`src/common/gpc_pkg.sv`:
```
// ---------------------------------------------------------------
// Shared constants and types of the pin controller
// ---------------------------------------------------------------
package gpc_pkg;
  // Clock and pin counts
  localparam int CLK_NS = 20;
  localparam int NPIN = 24;
  localparam int NAD = 8;
  localparam int AD_BASE = 16;

  // Register byte offsets
  localparam logic [7:0] OFS_DIR = 8'h00;
  localparam logic [7:0] OFS_OUT = 8'h04;
  localparam logic [7:0] OFS_IN = 8'h08;
  localparam logic [7:0] OFS_CMD = 8'h0C;
  localparam logic [7:0] OFS_ANA = 8'h10;
  localparam logic [7:0] OFS_ADC = 8'h14;
  localparam logic [7:0] OFS_RES = 8'h18;
  localparam logic [7:0] OFS_BCMD = 8'h20;
  localparam logic [7:0] OFS_BDAT = 8'h24;

  // Values after reset
  localparam logic [23:0] DIR_RST = 24'h000000;
  localparam logic [23:0] OUT_RST = 24'h000000;
  localparam logic [7:0] ANA_RST_FULL = 8'hFF;
  localparam logic [7:0] ANA_RST_RED = 8'h00;

  // Field positions
  localparam int CMD_OP_LSB = 8;
  localparam int RES_LSB = 6;
  localparam int BC_CODE_LSB = 16;
  localparam int BC_WR_BIT = 20;
  localparam logic [2:0] CODE_BLOCK = 3'h4;

  // Reduced variant: channel to pin map, channel 7 in the top field
  localparam logic [39:0] RED_PIN =
    {5'h0C, 5'h0B, 5'h09, 5'h00, 5'h00, 5'h08, 5'h0A, 5'h07};
  localparam logic [7:0] RED_OK = 8'hE7;

  // Times in ns and their cycle counts
  localparam int WR_STB_NS = 250;
  localparam int RD_STB_NS = 550;
  localparam int WR_GAP_NS = 2400;
  localparam int RD_GAP_NS = 2000;
  localparam int ADC_MAX_NS = 6000;
  localparam int WR_STB_CYC = (WR_STB_NS + CLK_NS - 1) / CLK_NS;
  localparam int RD_STB_CYC = (RD_STB_NS + CLK_NS - 1) / CLK_NS;
  localparam int WR_GAP_CYC = (WR_GAP_NS + CLK_NS - 1) / CLK_NS;
  localparam int RD_GAP_CYC = (RD_GAP_NS + CLK_NS - 1) / CLK_NS;
  localparam int ADC_MAX_CYC = (ADC_MAX_NS - 1) / CLK_NS;

  // Pin commands
  typedef enum logic [1:0] {
    OP_IN = 2'b00,
    OP_OUT = 2'b01,
    OP_HIGH = 2'b10,
    OP_LOW = 2'b11
  } gpc_op_e;

  // Byte port request
  typedef struct packed {
    logic [2:0] code;
    logic wr;
    logic [9:0] data;
  } gpc_bcmd_s;
endpackage : gpc_pkg

```
`src/rtl/gpc_top.sv`:
```
// Implementation choices: the address map and the Wishbone slave port.
`timescale 1ns/1ps
`default_nettype none
// What this block does
// Each pin has a direction bit: 1 output, 0 input.
// Direction of each pin reads back as currently applied.
// 24 pins, 0 to 23; pins 16 to 23 shared with analog inputs.
// After reset shared pins are analog until each gets a direction.
// A shared pin given a direction stays digital until reset.
// Drive-high sets the level high first, then makes it an output.
// Sample is 16 bits: conversion in top 10, bits 5 to 0 zero.
// Conversion starts on request and ends in under 6 us.
// Reduced variant: analog pins reset digital, go analog on sample.
// Reduced variant: six converter channels on fixed pins.
// Byte port: 8 data lines, line 0 read/write, line 1 select.
// Codes 0 to 3: bit 0 sets line 0, bit 1 strobe polarity.
// Code 4: all ten lines as plain block, no strobe.
// Strobe lasts 250 ns for writes, 550 ns for reads.
// Strobed transfers spaced 2.4 us for writes, 2 us for reads.
// After reset no byte-port line is driven.
// Writes drive data and line 0 before and through the strobe.
// Peripheral gives read data before the strobe ends.
module gpc_top #(
  parameter bit REDUCED = 1'b0 // Reduced board variant
) (
  input wire logic clk_i, // System clock
  input wire logic rst_i, // Sync reset, high
  input wire logic ce_i, // Clock enable
  input wire logic cyc_i, // Bus cycle
  input wire logic stb_i, // Bus strobe
  input wire logic we_i, // Bus write
  input wire logic [7:0] adr_i, // Byte address
  input wire logic [3:0] sel_i, // Byte lanes
  input wire logic [31:0] dat_i, // Write data
  output logic [31:0] dat_o, // Read data
  output logic ack_o, // Bus acknowledge
  input wire logic [23:0] gpio_i, // Pin levels
  output logic [23:0] gpio_o, // Pin output levels
  output logic [23:0] gpio_oe_o, // Pin drive enables
  output logic [23:0] pad_ana_o, // Pin in analog mode
  output logic adc_start_o, // Conversion start pulse
  output logic [2:0] adc_chan_o, // Converter channel
  input wire logic adc_done_i, // Conversion finished
  input wire logic [9:0] adc_data_i, // Conversion value
  input wire logic [7:0] bp_d_i, // Byte port data in
  output logic [7:0] bp_d_o, // Byte port data out
  output logic [7:0] bp_d_oe_o, // Byte port data enables
  input wire logic [1:0] bp_c_i, // Control lines in
  output logic [1:0] bp_c_o, // Control lines out
  output logic [1:0] bp_c_oe_o // Control line enables
);
  localparam int ADC_LIM = 299;

  typedef enum logic {
    AD_IDLE = 1'b0,
    AD_CONV = 1'b1
  } gpc_ad_e;

  logic ack_reg;
  logic [23:0] dir_reg;
  logic [23:0] dir_next;
  logic [23:0] out_reg;
  logic [23:0] out_next;
  logic [23:0] pend_reg;
  logic [7:0] ana_reg;
  logic [7:0] ana_next;
  logic [23:0] pin_ana;
  logic [23:0] ch_pin_m [gpc_pkg::NAD];
  logic [7:0] ch_ok;
  gpc_ad_e adc_st;
  logic [8:0] adc_cnt;
  logic [15:0] res_reg;
  logic bp_busy;
  logic [9:0] bp_rdata;

  // ---------------------------------------------------------------
  // Bus decode
  // ---------------------------------------------------------------
  // One wait state: ack drops the cycle after it is given
  wire logic req = cyc_i && stb_i && !ack_reg;
  wire logic wr = req && we_i;
  wire logic [5:0] widx = adr_i[7:2];
  wire logic hit_dir = widx == gpc_pkg::OFS_DIR[7:2];
  wire logic hit_out = widx == gpc_pkg::OFS_OUT[7:2];
  wire logic hit_in = widx == gpc_pkg::OFS_IN[7:2];
  wire logic hit_cmd = widx == gpc_pkg::OFS_CMD[7:2];
  wire logic hit_ana = widx == gpc_pkg::OFS_ANA[7:2];
  wire logic hit_adc = widx == gpc_pkg::OFS_ADC[7:2];
  wire logic hit_res = widx == gpc_pkg::OFS_RES[7:2];
  wire logic hit_bcmd = widx == gpc_pkg::OFS_BCMD[7:2];
  wire logic hit_bdat = widx == gpc_pkg::OFS_BDAT[7:2];
  wire logic [23:0] lane_m =
    {{8{sel_i[2]}}, {8{sel_i[1]}}, {8{sel_i[0]}}};

  // ---------------------------------------------------------------
  // Pin commands
  // ---------------------------------------------------------------
  // Command word: pin in low bits, operation above
  wire logic dir_wr = wr && hit_dir;
  wire logic out_wr = wr && hit_out;
  wire logic [4:0] cmd_pin = dat_i[4:0];
  wire gpc_pkg::gpc_op_e cmd_op =
    gpc_pkg::gpc_op_e'(dat_i[gpc_pkg::CMD_OP_LSB +: 2]);
  wire logic cmd_ok = wr && hit_cmd && sel_i[0] && sel_i[1] &&
                      (cmd_pin < 5'(gpc_pkg::NPIN));
  wire logic [23:0] cmd_oh = cmd_ok ? (24'h000001 << cmd_pin) : 24'h0;
  wire logic cmd_lvl = cmd_op[1];
  wire logic cmd_drv = cmd_lvl; // High or low: level now, direction later
  // Pins that receive a direction this cycle
  wire logic [23:0] dir_apply =
    (dir_wr ? lane_m : 24'h0) | (cmd_drv ? 24'h0 : cmd_oh) | pend_reg;

  // Next direction and level
  always_comb begin
    dir_next = dir_reg;
    out_next = out_reg;
    if (dir_wr) dir_next = (dir_reg & ~lane_m) | (dat_i[23:0] & lane_m);
    if (out_wr) out_next = (out_reg & ~lane_m) | (dat_i[23:0] & lane_m);
    if (!cmd_drv && cmd_op == gpc_pkg::OP_IN) dir_next = dir_next & ~cmd_oh;
    if (!cmd_drv && cmd_op == gpc_pkg::OP_OUT) dir_next = dir_next | cmd_oh;
    if (cmd_op == gpc_pkg::OP_HIGH) out_next = out_next | cmd_oh;
    if (cmd_op == gpc_pkg::OP_LOW) out_next = out_next & ~cmd_oh;
    dir_next = dir_next | pend_reg;
  end

  // Absent channels of the reduced variant are ignored
  wire logic adc_wr = wr && hit_adc && sel_i[0];
  wire logic [2:0] adc_ch = dat_i[2:0];
  wire logic adc_go = adc_wr && adc_st == AD_IDLE && ch_ok[adc_ch];

  // ---------------------------------------------------------------
  // Analog channel map
  // ---------------------------------------------------------------
  for (genvar c = 0; c < gpc_pkg::NAD; c++) begin : g_ch
    localparam int PIN = REDUCED ? int'(gpc_pkg::RED_PIN[5*c +: 5])
                                 : gpc_pkg::AD_BASE + c;
    localparam bit OK = REDUCED ? gpc_pkg::RED_OK[c] : 1'b1;
    assign ch_ok[c] = OK;
    assign ch_pin_m[c] = OK ? (24'h000001 << PIN) : 24'h0;
    // Sampling sets in the reduced variant, a direction clears; set wins
    assign ana_next[c] = OK && ((ana_reg[c] &&
      !(|(ch_pin_m[c] & dir_apply))) ||
      (REDUCED && adc_go && adc_ch == 3'(c)));
  end

  // Pins currently handed to the converter
  always_comb begin
    pin_ana = 24'h0;
    for (int c = 0; c < gpc_pkg::NAD; c++) begin
      if (ana_reg[c]) pin_ana = pin_ana | ch_pin_m[c];
    end
  end

  // ---------------------------------------------------------------
  // Converter control
  // ---------------------------------------------------------------
  // Timeout keeps the conversion under its limit if done never comes
  wire logic adc_fin = adc_st == AD_CONV && (adc_done_i ||
    adc_cnt == 9'(gpc_pkg::ADC_MAX_CYC - 1));

  // Converter sequencer and result
  always_ff @(posedge clk_i) begin
    if (rst_i) begin
      adc_st <= AD_IDLE;
      adc_cnt <= 9'h000;
      adc_start_o <= 1'b0;
      adc_chan_o <= 3'h0;
      res_reg <= 16'h0000;
    end else if (ce_i) begin
      adc_start_o <= adc_go;
      adc_cnt <= adc_cnt + 9'h001;
      unique case (adc_st)
        AD_IDLE: begin
          if (adc_go) begin
            adc_st <= AD_CONV;
            adc_cnt <= 9'h000;
            adc_chan_o <= adc_ch;
          end
        end
        AD_CONV: begin
          if (adc_fin) begin
            adc_st <= AD_IDLE;
            res_reg <= {adc_data_i, {gpc_pkg::RES_LSB{1'b0}}};
          end
        end
      endcase
    end
  end

  // ---------------------------------------------------------------
  // Pin state registers
  // ---------------------------------------------------------------
  always_ff @(posedge clk_i) begin
    if (rst_i) begin
      dir_reg <= gpc_pkg::DIR_RST;
      out_reg <= gpc_pkg::OUT_RST;
      pend_reg <= 24'h0;
      ana_reg <= REDUCED ? gpc_pkg::ANA_RST_RED
                         : gpc_pkg::ANA_RST_FULL;
    end else if (ce_i) begin
      dir_reg <= dir_next;
      out_reg <= out_next;
      pend_reg <= cmd_drv ? cmd_oh : 24'h0;
      ana_reg <= ana_next;
    end
  end

  // Analog pins never drive
  assign gpio_o = out_reg;
  assign gpio_oe_o = dir_reg & ~pin_ana;
  assign pad_ana_o = pin_ana;

  // ---------------------------------------------------------------
  // Byte port
  // ---------------------------------------------------------------
  wire logic bcmd_wr = wr && hit_bcmd && (&sel_i[2:0]);
  wire gpc_pkg::gpc_bcmd_s bcmd = '{
    code: dat_i[gpc_pkg::BC_CODE_LSB +: 3],
    wr: dat_i[gpc_pkg::BC_WR_BIT],
    data: dat_i[9:0]
  };

  gpc_byte_port u_bp (
    .clk_i(clk_i),
    .rst_i(rst_i),
    .ce_i(ce_i),
    .start_i(bcmd_wr),
    .cmd_i(bcmd),
    .busy_o(bp_busy),
    .rdata_o(bp_rdata),
    .d_i(bp_d_i),
    .d_o(bp_d_o),
    .d_oe_o(bp_d_oe_o),
    .c_i(bp_c_i),
    .c_o(bp_c_o),
    .c_oe_o(bp_c_oe_o)
  );

  // ---------------------------------------------------------------
  // Read mux and acknowledge
  // ---------------------------------------------------------------
  wire logic [31:0] rd_data =
    hit_dir ? {8'h00, dir_reg & ~pin_ana} :
    hit_out ? {8'h00, out_reg} :
    hit_in ? {8'h00, gpio_i} :
    hit_ana ? {24'h000000, ana_reg} :
    hit_adc ? {31'h00000000, adc_st == AD_CONV} :
    hit_res ? {16'h0000, res_reg} :
    hit_bcmd ? {31'h00000000, bp_busy} :
    hit_bdat ? {22'h000000, bp_rdata} : 32'h00000000;

  // Unmapped reads return zero, writes are dropped
  always_ff @(posedge clk_i) begin
    if (rst_i) begin
      ack_reg <= 1'b0;
      dat_o <= 32'h00000000;
    end else if (ce_i) begin
      ack_reg <= req;
      if (req && !we_i) dat_o <= rd_data;
    end
  end
  assign ack_o = ack_reg;

  // ---------------------------------------------------------------
  // Checks
  // ---------------------------------------------------------------
  property p_dir_wr;
    @(posedge clk_i) disable iff (rst_i || !ce_i)
    dir_wr && sel_i[0] |=> dir_reg[7:0] == $past(dat_i[7:0]);
  endproperty
  a_dir_wr: assert property (p_dir_wr)
    else $error("direction write lost");

  property p_dir_rd;
    @(posedge clk_i) disable iff (rst_i || !ce_i)
    req && !we_i && hit_dir |=>
      ack_o && dat_o[23:0] == $past(dir_reg & ~pin_ana);
  endproperty
  a_dir_rd: assert property (p_dir_rd)
    else $error("direction readback wrong");

  property p_shared;
    @(posedge clk_i) disable iff (rst_i)
    !REDUCED |-> pin_ana[15:0] == 16'h0000;
  endproperty
  a_shared: assert property (p_shared)
    else $error("unshared pin in analog mode");

  property p_ana_rst;
    @(posedge clk_i) disable iff (rst_i)
    $past(rst_i) |->
      ana_reg == (REDUCED ? gpc_pkg::ANA_RST_RED : gpc_pkg::ANA_RST_FULL);
  endproperty
  a_ana_rst: assert property (p_ana_rst)
    else $error("analog mode after reset wrong");

  property p_stay_dig;
    @(posedge clk_i) disable iff (rst_i)
    !REDUCED && !$past(rst_i) |-> (ana_reg & ~$past(ana_reg)) == 8'h00;
  endproperty
  a_stay_dig: assert property (p_stay_dig)
    else $error("digital pin returned to analog");

  property p_high;
    @(posedge clk_i) disable iff (rst_i || !ce_i)
    cmd_ok && cmd_op == gpc_pkg::OP_HIGH |=>
      (out_reg & $past(cmd_oh)) != 24'h0 ##1
      (dir_reg & $past(cmd_oh, 2)) != 24'h0;
  endproperty
  a_high: assert property (p_high)
    else $error("drive high order wrong");

  property p_res;
    @(posedge clk_i) disable iff (rst_i || !ce_i)
    adc_fin |=> res_reg == {$past(adc_data_i), 6'h00};
  endproperty
  a_res: assert property (p_res)
    else $error("sample format wrong");

  property p_conv;
    @(posedge clk_i) disable iff (rst_i || !ce_i)
    adc_go |=> adc_st == AD_CONV ##[1:ADC_LIM] adc_st == AD_IDLE;
  endproperty
  a_conv: assert property (p_conv)
    else $error("conversion too long");

  property p_red;
    @(posedge clk_i) disable iff (rst_i || !ce_i)
    REDUCED && adc_go |=> ana_reg[$past(adc_ch)];
  endproperty
  a_red: assert property (p_red)
    else $error("sampled pin not analog");

  property p_red_ch;
    @(posedge clk_i) disable iff (rst_i || !ce_i)
    adc_wr && adc_st == AD_IDLE && !ch_ok[adc_ch] |=> adc_st == AD_IDLE;
  endproperty
  a_red_ch: assert property (p_red_ch)
    else $error("absent channel converted");
endmodule : gpc_top
`default_nettype wire

```
`src/rtl/gpc_byte_port.sv`:
```
`timescale 1ns/1ps
`default_nettype none
module gpc_byte_port (
  input wire logic clk_i, // System clock
  input wire logic rst_i, // Sync reset
  input wire logic ce_i, // Clock enable
  input wire logic start_i, // Start request
  input wire gpc_pkg::gpc_bcmd_s cmd_i, // Request fields
  output logic busy_o, // Strobed transfer running
  output logic [9:0] rdata_o, // Captured lines
  input wire logic [7:0] d_i, // Data lines in
  output logic [7:0] d_o, // Data lines out
  output logic [7:0] d_oe_o, // Data drive enables
  input wire logic [1:0] c_i, // Control lines in
  output logic [1:0] c_o, // Control lines out
  output logic [1:0] c_oe_o // Control drive enables
);
  typedef enum logic [1:0] {
    BP_IDLE = 2'b00,
    BP_SETUP = 2'b01,
    BP_STB = 2'b10,
    BP_GAP = 2'b11
  } gpc_bp_e;

  gpc_bp_e st_reg;
  logic [7:0] cnt_reg;
  logic wr_reg;
  logic pol_reg;

  // Decode; codes 5 to 7 are ignored
  wire logic go = start_i && (st_reg == BP_IDLE);
  wire logic go_stb = go && !cmd_i.code[2];
  wire logic go_blk = go && (cmd_i.code == gpc_pkg::CODE_BLOCK);
  wire logic [7:0] stb_len = wr_reg ? 8'(gpc_pkg::WR_STB_CYC)
                                    : 8'(gpc_pkg::RD_STB_CYC);
  // Idle two counts early so start to start equals the period
  wire logic [7:0] gap_end = wr_reg ? 8'(gpc_pkg::WR_GAP_CYC - 2)
                                    : 8'(gpc_pkg::RD_GAP_CYC - 2);
  assign busy_o = st_reg != BP_IDLE;

  // Sequencer: setup, strobe, spacing gap
  always_ff @(posedge clk_i) begin
    if (rst_i) begin
      st_reg <= BP_IDLE;
      cnt_reg <= 8'h00;
      wr_reg <= 1'b0;
      pol_reg <= 1'b0;
      d_o <= 8'h00;
      d_oe_o <= 8'h00;
      c_o <= 2'h0;
      c_oe_o <= 2'h0;
      rdata_o <= 10'h000;
    end else if (ce_i) begin
      cnt_reg <= cnt_reg + 8'h01;
      unique case (st_reg)
        BP_IDLE: begin
          if (go_stb) begin
            st_reg <= BP_SETUP;
            cnt_reg <= 8'h00;
            wr_reg <= cmd_i.wr;
            pol_reg <= cmd_i.code[1];
            c_o <= {~cmd_i.code[1], cmd_i.code[0]};
            c_oe_o <= 2'h3;
            d_o <= cmd_i.data[7:0];
            d_oe_o <= {8{cmd_i.wr}};
          end else if (go_blk) begin
            d_o <= cmd_i.data[7:0];
            c_o <= cmd_i.data[9:8];
            d_oe_o <= {8{cmd_i.wr}};
            c_oe_o <= {2{cmd_i.wr}};
            if (!cmd_i.wr) rdata_o <= {c_i, d_i};
          end
        end
        BP_SETUP: begin
          st_reg <= BP_STB;
          c_o[1] <= pol_reg;
        end
        BP_STB: begin
          if (cnt_reg == stb_len) begin
            st_reg <= BP_GAP;
            c_o[1] <= ~pol_reg;
            d_oe_o <= 8'h00;
            // Sampled in the last strobe cycle
            if (!wr_reg) rdata_o <= {2'h0, d_i};
          end
        end
        BP_GAP: begin
          if (cnt_reg == gap_end) st_reg <= BP_IDLE;
        end
      endcase
    end
  end

  // Helper: strobe length and start spacing
  logic [7:0] stb_cnt;
  logic [7:0] since_reg;
  logic [7:0] per_reg;
  always_ff @(posedge clk_i) begin
    if (rst_i) begin
      stb_cnt <= 8'h00;
      since_reg <= 8'hFF;
      per_reg <= 8'h00;
    end else if (ce_i) begin
      stb_cnt <= (st_reg == BP_STB) ? stb_cnt + 8'h01 : 8'h00;
      if (go_stb) since_reg <= 8'h01;
      else if (since_reg != 8'hFF) since_reg <= since_reg + 8'h01;
      if (go_stb) begin
        per_reg <= cmd_i.wr ? 8'(gpc_pkg::WR_GAP_CYC)
                            : 8'(gpc_pkg::RD_GAP_CYC);
      end
    end
  end

  property p_stb_len;
    @(posedge clk_i) disable iff (rst_i || !ce_i)
    $fell(st_reg == BP_STB) |-> stb_cnt ==
      (wr_reg ? 8'(gpc_pkg::WR_STB_CYC) : 8'(gpc_pkg::RD_STB_CYC));
  endproperty
  a_stb_len: assert property (p_stb_len)
    else $error("strobe length wrong");

  property p_spacing;
    @(posedge clk_i) disable iff (rst_i || !ce_i)
    go_stb |-> since_reg >= per_reg;
  endproperty
  a_spacing: assert property (p_spacing)
    else $error("strobed transfers too close");

  property p_wr_hold;
    @(posedge clk_i) disable iff (rst_i || !ce_i)
    (st_reg == BP_STB) && wr_reg |->
      d_oe_o == 8'hFF && $stable(d_o) && $stable(c_o[0]);
  endproperty
  a_wr_hold: assert property (p_wr_hold)
    else $error("write data not held over strobe");

  property p_undriven;
    @(posedge clk_i) disable iff (!ce_i)
    $past(rst_i) |-> d_oe_o == 8'h00 && c_oe_o == 2'h0;
  endproperty
  a_undriven: assert property (p_undriven)
    else $error("byte port driven after reset");

  property p_block;
    @(posedge clk_i) disable iff (rst_i || !ce_i)
    go_blk && cmd_i.wr |=> d_oe_o == 8'hFF && c_oe_o == 2'h3 && !busy_o;
  endproperty
  a_block: assert property (p_block)
    else $error("block write not driven");
endmodule : gpc_byte_port
`default_nettype wire

```
`config.mk`:
```
export PLATFORM = sky130hd
export DESIGN_NAME = gpc_top
export DESIGN_NICKNAME = d
export VERILOG_FILES = /design/src/common/gpc_pkg.sv /design/src/rtl/gpc_top.sv /design/src/rtl/gpc_byte_port.sv
export SDC_FILE = /design/constraint.sdc
export NUM_CORES = 1
export LEC_CHECK = 0
export BUFFER_PORTS_ARGS = -buffer_cell sky130_fd_sc_hd__buf_2
export CORE_MARGIN = 2
export CORE_UTILIZATION = 57
export CTS_BUF_LIST = sky130_fd_sc_hd__clkbuf_8
export DETAILED_ROUTE_END_ITERATION = 16
export GPL_TIMING_DRIVEN = 0
export PLACE_DENSITY = 0.91
export SLEW_MARGIN = 5
export SYNTH_ARGS = -nofsm -noshare
export SYNTH_HDL_FRONTEND = slang
export SYNTH_HIERARCHICAL = 1
export SYNTH_SLANG_ARGS = --single-unit
```
`constraint.sdc`:
```
create_clock -name clk_i -period 4.4 [get_ports clk_i]
set_input_delay 0.88 -clock clk_i [delete_from_list [all_inputs] [get_ports clk_i]]
set_output_delay 0.88 -clock clk_i [all_outputs]
set_load 0.02 [all_outputs]
```
Word level (Yosys, flattened, before mapping)
Memories as Yosys holds them, arrays and structs flattened.
Index checks and enable logic that the tools add are counted.
W data, S select, Z words.
Word-level totals
  flip-flop bits (word level): 179
  output and inout bits: 129
  bits in read-only memories: 8
  memories kept: 1
Operators by class
  add/subtract/negate cells: 2
  order comparisons: 2
  bitwise gates (word level): 19
  shifts and indexed selects: 1
  reductions and logical operators: 60
  equal/unequal tests: 26
  muxes and demuxes: 58
Memories
  (name not given): depth 8, bits a word 1, rd ports 1, clocked after memory_dff 0, wr ports 0, line gpc_top.sv:129  | wire logic adc_go = adc_wr && adc_st == AD_IDLE && ch_ok[adc_ch];
Operator list (number)
  $mux W24: 14
  $or A24 B24 Y24: 7
  $and A24 B24 Y24: 6
  $not A24 Y24: 3
  $mux W10: 7
  $mux W8: 7
  $mux W16: 3
  $logic_and A1 B1 Y1: 30
  $shl A1 B5 Y24 const A: 1
  $mux W23: 1
  $mux W22: 1
  $mux W21: 1
  $mux W20: 1
  $pmux W10 S2: 1
  $mux W19: 1
  $eq A6 B3 Y1 const B: 3
  $mux W18: 1
  $mux W9: 2
  $mux W17: 1
  $eq A8 B8 Y1: 2
  $pmux W8 S2: 1
  $reduce_and A3 Y1: 5
  $mux W2: 7
  $eq A6 B2 Y1 const B: 2
  other kinds (28): 60

Depth between registers and ports, before layout
  word-level depth: 14
  mapped depth: 11
  depth with buffers taken out: 8

Hierarchy
The synthesis kept the hierarchy.
Modules (own cells, without submodules)
  gpc_top: cells an instance 855, instances 1, area each 7253.2 um^2
  gpc_byte_port: cells an instance 181, instances 1, area each 1695.4 um^2

Least setup slack after synthesis
OpenSTA, ideal clock, no wires.
  kind: input-to-reg
  start point: input port adr_i[2]
  end point: register u_bp.d_o[0]
  setup slack: 1.558 ns
  arrival: 2.714 ns
  data required time: 4.272 ns
  cell stages on the path: 10
  cells stage by stage: buf_2 -> nor2_1 -> clkbuf_1 -> and4_1 -> and3_1 -> and2_1 -> and3_1 -> buf_2 -> mux2i_1 -> nor2_1
On the way
  cells in the longest elaborated chain, start to end: 7
RTL lines
  start: declaration: line gpc_top.sv:32  | input wire logic [7:0] adr_i,
  $eq A6 B4 Y1 (*): line gpc_top.sv:90  | wire logic hit_bcmd = widx == gpc_pkg::OFS_BCMD[7:2];
  $logic_and A1 B1 Y1 (*) (2 in a row): line gpc_top.sv:216  | wire logic bcmd_wr = wr && hit_bcmd && (&sel_i[2:0]);
  via bcmd_wr: line gpc_top.sv:216
  $logic_and A1 B1 Y1 (*): line gpc_byte_port.sv:31  | wire logic go = start_i && (st_reg == BP_IDLE);
  $logic_and A1 B1 Y1 (on tied branches): line gpc_byte_port.sv:33, gpc_byte_port.sv:32
  $reduce_bool A2 Y1 (no source line)
  $reduce_and A3 Y1 (no source line)
  end signal: assignment: line gpc_byte_port.sv:64  | d_o <= cmd_i.data[7:0];
  end signal: assignment: line gpc_byte_port.sv:67  | d_o <= cmd_i.data[7:0];
  end: declaration: line gpc_byte_port.sv:12  | output logic [7:0] d_o,
Mark *: on every way through the listed nets, which the timed path passes. The rest lies on a longest branch.
A chain may end at the register's enable or synchronous reset.

Worst setup path in the final report
  start point: input port ce_i
  end point: register dat_o[0]
On the way
  cells in the longest elaborated chain, start to end: 1
RTL lines
  start: declaration: line gpc_top.sv:28  | input wire logic ce_i,
  $reduce_and A2 Y1 (no source line)
  end signal: assignment: line gpc_top.sv:259  | if (req && !we_i) dat_o <= rd_data;
  end: declaration: line gpc_top.sv:35  | output logic [31:0] dat_o,
No other way between the ends.

==> metrics.yaml <==
ios: 224
setup_tns_ns: 0
drtAntennaViolNets: 0
ys_seq_area_share_pct: 36.5
place_ws_ns: 0.924
via_count: 9580
seq_power_share_pct: 51.2
postCtsSetupBuffers: 0
die_w_um: 129
final_design_area_no_fill_mm2: 0.0106
grt_pass1_wl_um: 49600
grt_pass1_vias: 8652
synth.area.top_cells: "dfxtp_1, mux2i_1, nor2_1, buf_4, a21oi_1"
drt_iter0_drc: 1338
core_mm2: 0.0153
regToRegSetupSlack_ns: 1.76
layout_setup_ws_ns: 1.21
finalSetupViolations: 0
period_minus_slack_ns: 3.19
ys_ff_latch: 163
synth_cell_types: 73
p_comb_share_pct: 13.4
status: "finished clean"
cts_tree: "done"
maxCapViolCount: 0
clk_path_buf_depth: 2
p_leak_nw: 4.61
syn_to_final_growth_pct: 18.3
antenna_found_initial: 1
hpwl_um: 24900
overflow: 0
relSlewSlack_pct: 38.2
wl_per_cell_um: 22.6
fin_util_pct: 69.4
cts.clk_slew.worst_paths_ns: 0.08
place_area_mm2: 0.0102
synth_top_cell_by_area: "dfxtp_1"
startpoint_type: "input pin"
clock_latency_ns: 0.47
path_class: "in2reg"
required_ns: 4.80
dieHeight_um: 129
gp_congestion: 1.06
post_cts_hold_buffer_count: 0
clkPwrFrac_pct: 35.4
whs_ns: 0.462
start_util_pct: 58.6
finClkSkew_ns: 0.0144
synth.avg_cell_area_um2: 8.64
dominantRegCellSynth: "dfxtp_1"
cts-root-buf: "clkbuf_8"
drc: 0
p_per_area_mw_per_mm2: 282
worst_ep_arrival_time_ns: 3.59
synth_area_mm2: 0.00895
synth_edf_count: 0
finalHoldViolCount: 0
cts_max_level: 4
worst_slew_pin_slew_ns: 0.927
slew_viol_final: 0
async_flop_share_pct: 0
dr.pass1.iters: 9
synth_top_area_share_pct: 36.5
yosysWarnings: 6
fmax_ghz: 0.313
netlist_instances: 1036
portBuffers: 184
die-area_mm2: 0.0167
ir_drop_mv: 0.261
hold_class: "reg2reg"
grt.total_usage_pct: 39.2
p_sw_uw: 847
avgViaCountPerCell: 6.45
fin_crit_sh_pct: 72.6
n_fill_cell: 1247
grt_start_max_net_pins: 17
cts_resized: 0
drive_gt1_share_pct: 25.2
swShare_pct: 28.4
final_nets: 1365
drt_wl_total_um: 33600
cts_made_buffers: 17
cp-end-kind: "flop"
rows: 45
cp_max_fo: 10
rsz0062_at_grt: "false"
p_int_mw: 2.14
cts.sinks: 163
==> power groups by stage <==
stage / Combinational [mW] / Clock [mW] / Sequential, mW
after CTS: 0.380 / 1.05 / 1.53
after detailed placement: 0.379 / 0 / 1.56
after floorplan: 0.221 / 0 / 1.56
final: 0.399 / 1.06 / 1.53
after global placement: 0.376 / 0 / 1.56
after global routing: 0.414 / 1.12 / 1.53
==> cell usage in the layout (no fill, tap or decap), types with 5 or more instances in the layout <==
cell type  count
a211oi_1      27
a21o_1         6
a21oi_1       55
a221o_1       16
a221oi_1      15
a22oi_1       17
a2bb2oi_1      6
a311oi_1       6
a31oi_1       15
and2_1         7
and3_1        14
buf_1          6
buf_2        196
buf_4         50
clkbuf_1      55
clkbuf_8      18
conb_1        24
dfxtp_1      163
ha_1           8
inv_1         19
mux2_2        16
mux2i_1       80
nand2_1       41
nand2b_1      13
nand3_1       12
nand4_1       15
nand4b_1       5
nor2_1       141
nor2b_1       14
nor3_1        49
nor3_2         6
nor3b_1        5
o2111ai_1      5
o21ai_0       31
o31ai_1        6
or3_1          9
or4_1          5
xor2_1        11
==> cell usage after synthesis (all sizes together) (4+ instances only) <==
cell and instances:
a31oi 15, nand4 19, a221o 16, a221oi 16
mux2 16, and3 15, mux2i 80, o31ai 6
o21ai 31, and2 7, nand4b 5, buf 69
nor2b 14, a2bb2oi 6, xor2 11, a222oi 4
clkbuf 55, nand3 12, dfxtp 163, o2111ai 5
and4 4, ha 8, a21o 6, or3 9
or4 5, nor2 143, xnor2 4, a22oi 17
a211oi 28, a311oi 6, a21oi 55, a211o 4
o211ai 4, nor3b 7, o221a 5, nand2 41
nor3 56, nand2b 13, inv 17, nor4b 4
==> critical path: stages <==
cell and delay [ns]:
buf_2 0.12, clkbuf_1 0.48, inv_1 0.17, nor4_1 0.62
clkbuf_1 0.42, clkbuf_1 0.60, o22ai_1 0.17, nor2_1 0.11
==> per-layer routing <==
metal	vias up	routed length (µm)	global-route usage, %
met5	-	0	0
met2	782	14400	59.2
met4	0	2010	22.1
li1	4211	-	-
met3	180	4430	12.3
met1	4407	12700	49.8
==> through the flow <==
| step | cells | total power, mW |
|---|---|---|
| floorplan | 1059 | 1.78 |
| global placement | 1454 | 1.93 |
| detailed placement | 1454 | 1.94 |
| CTS | 1484 | 2.96 |
| global route | 1485 | 3.06 |
| finish | 1485 | 2.98 |
==> final cells by class <==
type                            count  area (µm²)  area share (%)
Multi-Input combinational cell    755        5030            47.5
Sequential cell                   163        3260            30.8
Timing Repair Buffer              184         921            8.70
Buffer                            124         676            6.38
Tap cell                          211         264            2.49
Clock buffer                       18         248            2.34
Clock inverter                     12         119            1.12
Inverter                           17        63.8           0.603
Antenna cell                        1        2.50          0.0236
==> cell families after synthesis <==
logic type	after synthesis	synth area share, %
flip-flops	163	36.5
multiplexers	96	11.0
AND/OR/NAND/NOR	371	21.8
adder cells (fa/ha/maj)	8	1.12
AO/OA/AOI/OAI	241	19.8
buffers and inverters	141	8.26
XOR/XNOR	15	1.47
other	1	0.0419
==> path summary, 6_finish.rpt <==
path               start          end  cells after the start
max                 ce_i     dat_o[0]                      8
min          pend_reg[8]   dir_reg[8]                      2
max reg2reg        ack_o  u_bp/d_o[0]                     10
min reg2reg  pend_reg[8]   dir_reg[8]                      2
(Power assumes the default switching activity.)
